--- src/acs_pkg.sv ---
package acs_pkg;

   // ---------------------------------------------------------------
   // widths and word layout
   // ---------------------------------------------------------------
   localparam int RAW_W      = 20;                 // signed filter output
   localparam int RES_W      = 18;                 // offset-binary result
   localparam int TAG_W      = 3;
   localparam int WORD_W     = 24;                 // shifted result word
   localparam int FIFO_W     = RES_W + TAG_W;      // aux bits join at read
   localparam int FIFO_DEPTH = 8;
   localparam int SETTLE_BASE_CYC = 64;            // settle with both rate selects at zero

   // ---------------------------------------------------------------
   // serial command byte and bit counts
   // ---------------------------------------------------------------
   localparam int          CMD_READ_BIT = 7;
   localparam int          CMD_SEL_HI   = 6;
   localparam int          CMD_SEL_LO   = 4;
   localparam logic [2:0]  SEL_RESULT   = 3'h3;
   localparam logic [4:0]  CMD_LAST     = 5'h07;   // 8 command bits
   localparam logic [4:0]  DUMP_LAST    = 5'h07;   // 8 ignored data bits
   localparam logic [4:0]  WORD_LAST    = 5'h17;   // 24 result bits
   localparam logic [3:0]  SYNC_IDLE    = 4'h8;    // pin idle levels: sclk high, rest low

   // ---------------------------------------------------------------
   // modes, sequence lengths, tags, transfer-function registers
   // ---------------------------------------------------------------
   localparam logic [1:0]  MODE_NORMAL  = 2'h0;
   localparam logic [1:0]  MODE_OFFCAL  = 2'h1;
   localparam logic [1:0]  MODE_GAINCAL = 2'h2;
   localparam logic [2:0]  PSEUDO_CNT   = 3'h5;
   localparam logic [2:0]  PAIR_INPUT_SEL_CNT     = 3'h3;
   localparam logic [2:0]  CAL_CNT      = 3'h2;
   localparam logic [2:0]  TAG_CAL      = 3'h7;
   localparam logic [2:0]  TAG_AIN5     = 3'h6;
   localparam logic [2:0]  TAG_PAIR_INPUT_SEL     = 3'h4;
   localparam logic [1:0]  TF_1         = 2'h1;
   localparam logic [1:0]  TF_2         = 2'h2;
   localparam logic [1:0]  TF_3         = 2'h3;
   localparam logic [RAW_W:0] OFFSET_BIN = 21'h020000;

   typedef enum logic [3:0] {
      CH_AIN1 = 4'h0, CH_AIN2 = 4'h1, CH_AIN3 = 4'h2, CH_AIN4 = 4'h3,
      CH_AIN5 = 4'h4, CH_P12  = 4'h5, CH_P34  = 4'h6, CH_P56  = 4'h7,
      CH_OFFSET_CAL_PAIR = 4'h8, CH_GAIN_CAL_PAIR = 4'h9
   } acs_chan_t;

   typedef enum logic [1:0] {
      SER_CMD = 2'h0, SER_READ = 2'h1, SER_DUMP = 2'h2
   } acs_ser_t;

endpackage : acs_pkg

--- src/acs_sequencer.sv ---
`timescale 1ns/1ps
// Operation
// - normal mode maps pair_input_sel and address bits
// - offset-cal converts offset pair, tf by address
// - gain-cal converts gain pair, same tf rule
// - scan order from pair_input_sel and mode bits
// - one result per channel, then advance, wrap
// - wait full settling before ready and advance
// - offset-cal before gain-cal, both tagged calibration
// - active control change drops ready, restarts filter
// - result register read-only, writes ignored
// - result write takes eight bits, then idle
// - word order: result, zero, aux, tag
// - result is offset binary
// - out-of-range inputs clamp, never wrap
// - bit after result LSB is zero
// - aux pins caught on first falling edge
// - tag codes name the source channel
// - non-scan address picks input or pair
// - input five only reachable while scanning
// - calibration pairs only in calibration modes
// - one bit enables sensor-break currents
// - one bit enables both excitation currents

// -----------------------------------------------------------------
// result fifo
// -----------------------------------------------------------------
module acs_fifo #(
   parameter int W = 21,
   parameter int D = 8
) (
   // clock and control
   input  wire logic         clk,
   input  wire logic         rst_n,
   input  wire logic         clkEn,
   input  wire logic         flush,
   // fill side
   input  wire logic         inValid,
   output logic              inReady,
   input  wire logic [W-1:0] inData,
   // drain side
   output logic              outValid,
   input  wire logic         outReady,
   output logic      [W-1:0] outData
);
   localparam int AW = $clog2(D);
   logic [W-1:0]  memQ [D];
   logic [AW-1:0] wrQ, wrD, rdQ, rdD;
   logic [AW:0]   cntQ, cntD;
   logic          push, pop;

   // pointer and level update; flush drops everything held
   always_comb begin
      push = inValid && inReady;
      pop  = outValid && outReady;
      wrD  = wrQ;
      rdD  = rdQ;
      cntD = cntQ;
      if (flush) begin
         wrD  = '0;
         rdD  = '0;
         cntD = '0;
      end else begin
         if (push) wrD = (wrQ == AW'(D - 1)) ? '0 : wrQ + 1'b1;
         if (pop)  rdD = (rdQ == AW'(D - 1)) ? '0 : rdQ + 1'b1;
         cntD = cntQ + (AW+1)'(push) - (AW+1)'(pop);
      end
   end

   assign inReady  = (cntQ != (AW+1)'(D));
   assign outValid = (cntQ != '0);
   assign outData  = memQ[rdQ];

   always_ff @(posedge clk or negedge rst_n) begin
      if (!rst_n) begin
         wrQ  <= '0;
         rdQ  <= '0;
         cntQ <= '0;
      end else if (clkEn) begin
         wrQ  <= wrD;
         rdQ  <= rdD;
         cntQ <= cntD;
      end
   end

   // storage carries no reset, only the pointers matter
   always_ff @(posedge clk) begin
      if (clkEn && push && !flush) memQ[wrQ] <= inData;
   end
endmodule : acs_fifo

// -----------------------------------------------------------------
// channel sequencer and result port
// -----------------------------------------------------------------
module acs_sequencer #(
   parameter int SETTLE_BASE = acs_pkg::SETTLE_BASE_CYC
) (
   // clock, reset, enable
   input  wire logic                     clk,
   input  wire logic                     rst_n,
   input  wire logic                     clkEn,
   // channel control bits
   input  wire logic                     opModeHi,
   input  wire logic                     opModeLo,
   input  wire logic                     pairInputSel,
   input  wire logic                     chanAddrHi,
   input  wire logic                     chanAddrLo,
   input  wire logic                     scanEn,
   input  wire logic [1:0]               filterRateSel,
   input  wire logic [1:0]               modulatorRateSel,
   input  wire logic                     breakCurrentCtl,
   input  wire logic                     excitationCurrentCtl,
   // converter side
   input  wire logic [acs_pkg::RAW_W-1:0] filterData,
   output logic      [3:0]               selChan,
   output logic      [1:0]               tfSel,
   output logic                          filterRestart,
   output logic                          sensorBreakCurrentEn,
   output logic                          excitationCurrentEn,
   // serial pins
   input  wire logic                     sclk,
   input  wire logic                     din,
   output logic                          dout,
   input  wire logic                     auxInHi,
   input  wire logic                     auxInLo,
   output logic                          dataReadyN
);

   // ---------------------------------------------------------------
   // helpers
   // ---------------------------------------------------------------
   function automatic logic [acs_pkg::RES_W-1:0] clampResult(logic [acs_pkg::RAW_W-1:0] x);
      logic [acs_pkg::RAW_W:0] s;
      s = {x[acs_pkg::RAW_W-1], x} + acs_pkg::OFFSET_BIN;
      if (s[acs_pkg::RAW_W]) clampResult = '0;
      else if (s[acs_pkg::RAW_W-1:acs_pkg::RES_W] != '0) clampResult = '1;
      else clampResult = s[acs_pkg::RES_W-1:0];
   endfunction : clampResult

   function automatic logic [2:0] chanTag(acs_pkg::acs_chan_t c);
      unique case (c)
         acs_pkg::CH_AIN1, acs_pkg::CH_AIN2, acs_pkg::CH_AIN3,
         acs_pkg::CH_AIN4: chanTag = c[2:0];
         acs_pkg::CH_AIN5, acs_pkg::CH_P56: chanTag = acs_pkg::TAG_AIN5;
         acs_pkg::CH_P12:  chanTag = acs_pkg::TAG_PAIR_INPUT_SEL;
         acs_pkg::CH_P34:  chanTag = acs_pkg::TAG_PAIR_INPUT_SEL + 3'h1;
         default:          chanTag = acs_pkg::TAG_CAL;
      endcase
   endfunction : chanTag

   function automatic logic [1:0] chanTf(acs_pkg::acs_chan_t c);
      unique case (c)
         acs_pkg::CH_AIN1, acs_pkg::CH_AIN2, acs_pkg::CH_P12: chanTf = acs_pkg::TF_1;
         acs_pkg::CH_AIN3, acs_pkg::CH_AIN4, acs_pkg::CH_P34: chanTf = acs_pkg::TF_2;
         default: chanTf = acs_pkg::TF_3;
      endcase
   endfunction : chanTf

   // ---------------------------------------------------------------
   // sequencer and conversion timing
   // ---------------------------------------------------------------
   logic [9:0]         cfgNow, cfgQ, cfgD;
   logic [15:0]        cntQ, cntD, settleTgt;
   logic [2:0]         seqQ, seqD, seqLen, base;
   acs_pkg::acs_chan_t chanQ, chanD, seqChan;
   logic [1:0]         tfQ, tfD, mode, addr;
   logic               restartQ, restartD, drdyNQ, drdyND, changed;
   logic               push, fifoInReady, fifoOutValid, pop, pair_input_sel, scan, calMode;
   logic [acs_pkg::FIFO_W-1:0] fifoOut;

   // rate bits count as channel control: a new rate restarts the settle count
   assign cfgNow  = {modulatorRateSel, filterRateSel, scanEn, opModeHi, opModeLo,
                     pairInputSel, chanAddrHi, chanAddrLo};
   assign scan    = cfgQ[5];
   assign mode    = cfgQ[4:3];
   assign pair_input_sel    = cfgQ[2];
   assign addr    = cfgQ[1:0];
   assign calMode = (mode == acs_pkg::MODE_OFFCAL) || (mode == acs_pkg::MODE_GAINCAL);
   // rate scales the wait; faster modulator shortens it
   assign settleTgt = 16'((SETTLE_BASE << filterRateSel) >> modulatorRateSel);

   // next channel, tf register and settle count
   always_comb begin
      changed  = (cfgNow != cfgQ);
      base     = pair_input_sel ? acs_pkg::PAIR_INPUT_SEL_CNT : acs_pkg::PSEUDO_CNT;
      seqLen   = base + (calMode ? acs_pkg::CAL_CNT : 3'h0);
      if (seqQ < base)
         seqChan = pair_input_sel ? acs_pkg::acs_chan_t'(4'(acs_pkg::CH_P12) + {1'b0, seqQ})
                        : acs_pkg::acs_chan_t'({1'b0, seqQ});
      else
         seqChan = (seqQ == base) ? acs_pkg::CH_OFFSET_CAL_PAIR : acs_pkg::CH_GAIN_CAL_PAIR;
      chanD    = chanQ;
      tfD      = tfQ;
      if (scan) begin
         chanD = seqChan;
         tfD   = chanTf(seqChan);
      end else if (mode == acs_pkg::MODE_NORMAL) begin
         if (!pair_input_sel) begin
            chanD = acs_pkg::acs_chan_t'({2'h0, addr});
            tfD   = chanTf(chanD);
         end else if (addr != 2'h3) begin
            chanD = acs_pkg::acs_chan_t'(4'(acs_pkg::CH_P12) + {2'h0, addr});
            tfD   = chanTf(chanD);
         end
      end else if (calMode && !(pair_input_sel && addr == 2'h3)) begin
         chanD = (mode == acs_pkg::MODE_OFFCAL) ? acs_pkg::CH_OFFSET_CAL_PAIR
                                                : acs_pkg::CH_GAIN_CAL_PAIR;
         tfD   = pair_input_sel ? addr + 2'h1 : (addr[1] ? acs_pkg::TF_2 : acs_pkg::TF_1);
      end
      cfgD     = cfgQ;
      cntD     = cntQ;
      seqD     = seqQ;
      push     = 1'b0;
      restartD = 1'b0;
      if (changed) begin
         cfgD     = cfgNow;
         cntD     = '0;
         seqD     = '0;
         restartD = 1'b1;
      end else if (cntQ >= settleTgt - 16'h1) begin
         // a full fifo stalls the sequencer on the finished channel
         if (fifoInReady) begin
            push = 1'b1;
            cntD = '0;
            if (scan) seqD = (seqQ >= seqLen - 3'h1) ? 3'h0 : seqQ + 3'h1;
         end
      end else begin
         cntD = cntQ + 16'h1;
      end
      drdyND = changed || !fifoOutValid;
   end

   always_ff @(posedge clk or negedge rst_n) begin
      if (!rst_n) begin
         cfgQ     <= '0;
         cntQ     <= '0;
         seqQ     <= '0;
         chanQ    <= acs_pkg::CH_AIN1;
         tfQ      <= acs_pkg::TF_1;
         restartQ <= 1'b1;
         drdyNQ   <= 1'b1;
         sensorBreakCurrentEn <= 1'b0;
         excitationCurrentEn  <= 1'b0;
      end else if (clkEn) begin
         cfgQ     <= cfgD;
         cntQ     <= cntD;
         seqQ     <= seqD;
         chanQ    <= chanD;
         tfQ      <= tfD;
         restartQ <= restartD;
         drdyNQ   <= drdyND;
         sensorBreakCurrentEn <= breakCurrentCtl;
         excitationCurrentEn  <= excitationCurrentCtl;
      end
   end

   assign selChan       = chanQ;
   assign tfSel         = tfQ;
   assign filterRestart = restartQ;
   assign dataReadyN    = drdyNQ;

   acs_fifo #(.W(acs_pkg::FIFO_W), .D(acs_pkg::FIFO_DEPTH)) uFifo (
      .clk      (clk),
      .rst_n    (rst_n),
      .clkEn    (clkEn),
      .flush    (changed),
      .inValid  (push),
      .inReady  (fifoInReady),
      .inData   ({clampResult(filterData), chanTag(chanQ)}),
      .outValid (fifoOutValid),
      .outReady (pop),
      .outData  (fifoOut)
   );

   // ---------------------------------------------------------------
   // serial port
   // ---------------------------------------------------------------
   logic [3:0]               syncAQ, syncBQ;
   logic                     sclkPrevQ, sclkRise, sclkFall, firstQ, firstD, doutQ, doutD;
   acs_pkg::acs_ser_t        serQ, serD;
   logic [4:0]               bitQ, bitD;
   logic [7:0]               cmdQ, cmdD, cmdByte;
   logic [acs_pkg::WORD_W-1:0] shQ, shD, word;
   logic [acs_pkg::FIFO_W-1:0] resQ, resD;

   // two stages on every pin before any logic sees it
   always_ff @(posedge clk or negedge rst_n) begin
      if (!rst_n) begin
         // idle levels, so no false sclk edge follows reset
         syncAQ    <= acs_pkg::SYNC_IDLE;
         syncBQ    <= acs_pkg::SYNC_IDLE;
         sclkPrevQ <= 1'b1;
      end else if (clkEn) begin
         syncAQ    <= {sclk, din, auxInHi, auxInLo};
         syncBQ    <= syncAQ;
         sclkPrevQ <= syncBQ[3];
      end
   end

   // in on rising sclk, out on falling sclk
   always_comb begin
      sclkRise = syncBQ[3] && !sclkPrevQ;
      sclkFall = !syncBQ[3] && sclkPrevQ;
      cmdByte  = {cmdQ[6:0], syncBQ[2]};
      word     = {resQ[acs_pkg::FIFO_W-1:acs_pkg::TAG_W], 1'b0,
                  syncBQ[1:0], resQ[acs_pkg::TAG_W-1:0]};
      serD  = serQ;
      bitD  = bitQ;
      cmdD  = cmdQ;
      shD   = shQ;
      resD  = resQ;
      doutD = doutQ;
      firstD = firstQ;
      pop   = 1'b0;
      unique case (serQ)
         acs_pkg::SER_CMD: if (sclkRise) begin
            cmdD = cmdByte;
            bitD = bitQ + 5'h1;
            if (bitQ == acs_pkg::CMD_LAST) begin
               bitD = '0;
               if (cmdByte[acs_pkg::CMD_SEL_HI:acs_pkg::CMD_SEL_LO] == acs_pkg::SEL_RESULT) begin
                  if (cmdByte[acs_pkg::CMD_READ_BIT]) begin
                     serD   = acs_pkg::SER_READ;
                     firstD = 1'b1;
                     pop    = fifoOutValid;
                     if (fifoOutValid) resD = fifoOut;
                  end else begin
                     serD = acs_pkg::SER_DUMP;
                  end
               end
            end
         end
         acs_pkg::SER_READ: begin
            if (sclkFall) begin
               firstD = 1'b0;
               doutD  = firstQ ? word[acs_pkg::WORD_W-1] : shQ[acs_pkg::WORD_W-1];
               shD    = firstQ ? {word[acs_pkg::WORD_W-2:0], 1'b0}
                               : {shQ[acs_pkg::WORD_W-2:0], 1'b0};
            end
            if (sclkRise && !firstQ) begin
               bitD = bitQ + 5'h1;
               if (bitQ == acs_pkg::WORD_LAST) begin
                  bitD = '0;
                  serD = acs_pkg::SER_CMD;
               end
            end
         end
         acs_pkg::SER_DUMP: if (sclkRise) begin
            bitD = bitQ + 5'h1;
            if (bitQ == acs_pkg::DUMP_LAST) begin
               bitD = '0;
               serD = acs_pkg::SER_CMD;
            end
         end
         default: serD = acs_pkg::SER_CMD;
      endcase
   end

   always_ff @(posedge clk or negedge rst_n) begin
      if (!rst_n) begin
         serQ   <= acs_pkg::SER_CMD;
         bitQ   <= '0;
         cmdQ   <= '0;
         shQ    <= '0;
         resQ   <= '0;
         doutQ  <= 1'b0;
         firstQ <= 1'b0;
      end else if (clkEn) begin
         serQ   <= serD;
         bitQ   <= bitD;
         cmdQ   <= cmdD;
         shQ    <= shD;
         resQ   <= resD;
         doutQ  <= doutD;
         firstQ <= firstD;
      end
   end

   assign dout = doutQ;
endmodule : acs_sequencer

--- config.mk ---
export PLATFORM = sky130hd
export DESIGN_NAME = acs_sequencer
export DESIGN_NICKNAME = d
export VERILOG_FILES = /design/src/acs_pkg.sv /design/src/acs_sequencer.sv
export SDC_FILE = /design/constraint.sdc
export NUM_CORES = 1
export LEC_CHECK = 0
export BUFFER_PORTS_ARGS = -buffer_cell sky130_fd_sc_hd__buf_4
export CORE_MARGIN = 3
export CORE_UTILIZATION = 55
export DETAILED_ROUTE_END_ITERATION = 16
export PLACE_DENSITY_LB_ADDON = 0.15
export SYNTH_ARGS = -nofsm -noshare
export SYNTH_HDL_FRONTEND = slang
export SYNTH_SLANG_ARGS = --single-unit
--- constraint.sdc ---
create_clock -name clk -period 8 [get_ports clk]
set_clock_uncertainty 0.15 [all_clocks]
set_input_delay 1.6 -clock clk [delete_from_list [all_inputs] [get_ports clk]]
set_output_delay 1.6 -clock clk [all_outputs]
set_load 0.01 [all_outputs]
==> flow_summary_export.csv <==
group,metric,value,unit
status,outcome,"complete, no violations",
synthesis,synth_fa_ha_area_frac,0.0393,
synthesis,synthFlopType,"edfxtp_1",
synthesis,synth-edff-count,168,
drt,drc,0,
timing,drv_slew,0,
floorplan,start_util,0.565,
setup_path,crit_type,"primary input to flop",
clocking,numClockSinks,286,
synthesis,netlist_top_cells_area,"edfxtp_1 39%, dfrtp_1 22%, mux4_2 7.3%",
power,p_seq_frac,0.526,
synthesis,synth_top_family_by_area,"multiplexers",
global_route,overflow,0,
clocking,root_buffer,"clkbuf_16",
drt,vias_per_cell,5.75,
power,power_per_cell_area,221,mW/mm^2
cells_and_area,drive_gt1_frac,0.208,
clocking,insertion_delay,0.56,ns
clocking,hold_buffers,0,
drt,dr.pass1.iters,5,
synthesis,synth_compound_area_frac,0.0860,
placement,preCtsSetupSlack,1.81,ns
floorplan,ios,50,
global_route,antenna_found_initial,0,
synthesis,synthSimpleGateAreaFrac,0.0790,
placement,place.port_buffers,49,
power,power.switching,0.000734,W
cells_and_area,final_net_count,1055,
global_route,grt_max_degree,66,
synthesis,yosysMostFrequentCell,"edfxtp_1",
timing,finalHoldViolCount,0,
floorplan,coreArea,0.0228,mm^2
floorplan,rows,55,
cells_and_area,area_growth,12.5,%
setup_path,critPathArrivalTime,5.68,ns
placement,gp_congestion,0.798,
timing,rsz0062_at_grt,"no",
synthesis,synth_top_cell_by_area,"edfxtp_1",
clocking,cts.clk_slew.worst_paths,0.06,ns
power,ir_drop,0.214,mV
drt,drtAntennaViolNets,0,
drt,drt_iter0_markers,569,
worst_hold_path,min_path_type,"flop to flop",
setup_path,end_kind,"flop",
synthesis,synth.cell_area,0.0129,mm^2
setup_path,cp.required,8.13,ns
placement,hpwl,15300,um
clocking,ctsLongestPathBuffers,3,
synthesis,synthMuxAreaShare,0.139,
run,maxCapViolCount,0,
timing,setup_ws,2.45,ns
cells_and_area,utilization,0.636,
drt,wl_per_cell,18.5,um
synthesis,ys_warn_count,0,
timing,setup_viol,0,
global_route,grt_pass1_wl,40400,um
synthesis,synthDistinctLibCells,67,
timing,finalSetupTns,0,ns
power,intPower,0.00247,W
synthesis,async_flop_share,0.413,
drt,vias,7532,
floorplan,die_h,159,um
floorplan,die_w,159,um
timing,period_needed,5.55,ns
power,comb_power_share,0.077,
global_route,track_usage,0.195,
synthesis,ys_seq_elements,286,
cells_and_area,diodes,0,
drt,routed_wl,24200,um
synthesis,ys_seq_area_frac,0.620,
clocking,post_cts_buffers,0,
synthesis,synthXorXnorAreaFrac,0.0141,
power,clkPwrFrac,0.396,
setup_path,start_kind,"primary input",
floorplan,die-area,0.0254,mm^2
clocking,ctsResizeCount,0,
setup_path,critPathMaxFanout,20,
timing,slew_headroom,0.208,
power,p_leak,5.58,nW
clocking,cts_tree,"yes",
timing,period_share,0.693,
clocking,numCtsBuffers,29,
cells_and_area,fillerInstances,1748,
synthesis,synth_commonest_cells,"168 x edfxtp_1, 112 x dfrtp_1, 73 x nand2_1, 59 x o21ai_0, 55 x nor2_1",
power,swShare,0.229,
timing,fmax,180,MHz
global_route,grt_pass1_vias,7514,
synthesis,synth_area_per_cell,14.0,um^2
clocking,ctsHtreeMaxLevel,1,
synthesis,synth_top_area_share,0.391,
timing,tightest_slew,1.19,ns
synthesis,synth_cells,926,
[critical path, cell delays in order]
cell      delay (ns)
buf_4           0.14
nor2b_1         0.35
nor2_1          0.07
nand2_1         0.07
ha_1            0.26
nand2_1         0.10
nor2_1          0.19
inv_1           0.09
ha_1            0.32
nand4_1         0.16
nor3_1          0.43
a221oi_4        0.17
nor3_2          0.30
nand2b_1        0.21
nor2_2          0.95
buf_4           0.26
[area by class of cell]
class                           instances  area [um^2]  area share
Clock buffer                           39          783      0.0539
Tap cell                              313          392      0.0270
Multi-Input combinational cell        571         4670       0.321
Inverter                               25         93.8     0.00646
Sequential cell                       286         8010       0.551
Clock inverter                         14          116     0.00801
Timing Repair Buffer                   63          473      0.0325
[cells by family after synthesis]
| group | count (synthesis) |
|---|---|
| AO/OA/AOI/OAI | 174 |
| XOR/XNOR | 20 |
| adder cells (fa/ha/maj) | 40 |
| buffers and inverters | 71 |
| flip-flops | 286 |
| multiplexers | 123 |
| other | 1 |
| AND/OR/NAND/NOR | 211 |
[per-layer routing]
metal,vias up,GRT usage,wire [um]
met2,131,0.311,11500
met5,-,0,0
met1,3787,0.286,11200
li1,3575,-,-
met4,0,0.0509,573
met3,39,0.0299,953
[final timing paths]
kind,start,end,slack [ns],depth (start not counted)
setup / recovery,modulatorRateSel[0],uFifo.memQ[0][17]$_DFFE_PP_,2.45,16
hold / removal,resQ[12]$_DFFE_PN0P_,resQ[12]$_DFFE_PN0P_,0.33,2
setup reg to reg,cntQ[13]$_DFFE_PN0P_,uFifo.memQ[0][17]$_DFFE_PP_,4.33,8
hold reg to reg,resQ[12]$_DFFE_PN0P_,resQ[12]$_DFFE_PN0P_,0.33,2
max in group asynchronous,rst_n,shQ[7]$_DFFE_PN0P_,5.51,2
min in group asynchronous,rst_n,cntQ[5]$_DFFE_PN0P_,0.92,1
[state kept, by name, summed over array words and instances, names as in the netlist, 2 cells and up]
name	count
resQ	21
cmdQ	7
cntQ	16
serQ	2
uFifo.wrQ	3
uFifo.memQ	168
syncBQ	4
uFifo.cntQ	4
bitQ	5
selChan	4
tfSel	2
cfgQ	10
seqQ	3
uFifo.rdQ	3
syncAQ	4
shQ	23
[layout by cell type (no fill, tap or decap), types with 31 or more instances in the layout]
master / count
mux2i_1: 50
ha_1: 39
mux4_2: 42
mux2_2: 31
a21oi_1: 48
o21ai_0: 59
dfrtp_1: 111
nand2_1: 73
nor2_1: 50
edfxtp_1: 168
buf_4: 63
[power by group through the flow]
stage          logic (W)  registers [W]  clock network, W
6_report        0.000248        0.00169           0.00127
5_1_grt         0.000281        0.00170           0.00136
4_1_cts         0.000251        0.00169           0.00130
3_5_place_dp    0.000251        0.00172                 0
3_3_place_gp    0.000246        0.00171                 0
2_1_floorplan   0.000170        0.00171                 0
[per-stage QoR]
step	area (um^2)	cells	power [W]	hold WS, ns
floorplan	12900	928	0.00188	0.300
global placement	13600	1258	0.00196	0.311
detailed placement	13600	1258	0.00197	0.323
CTS	14500	1311	0.00324	0.336
global route	14500	1311	0.00334	0.363
finish	14500	1311	0.00321	0.328
(Power assumes the default switching activity.)
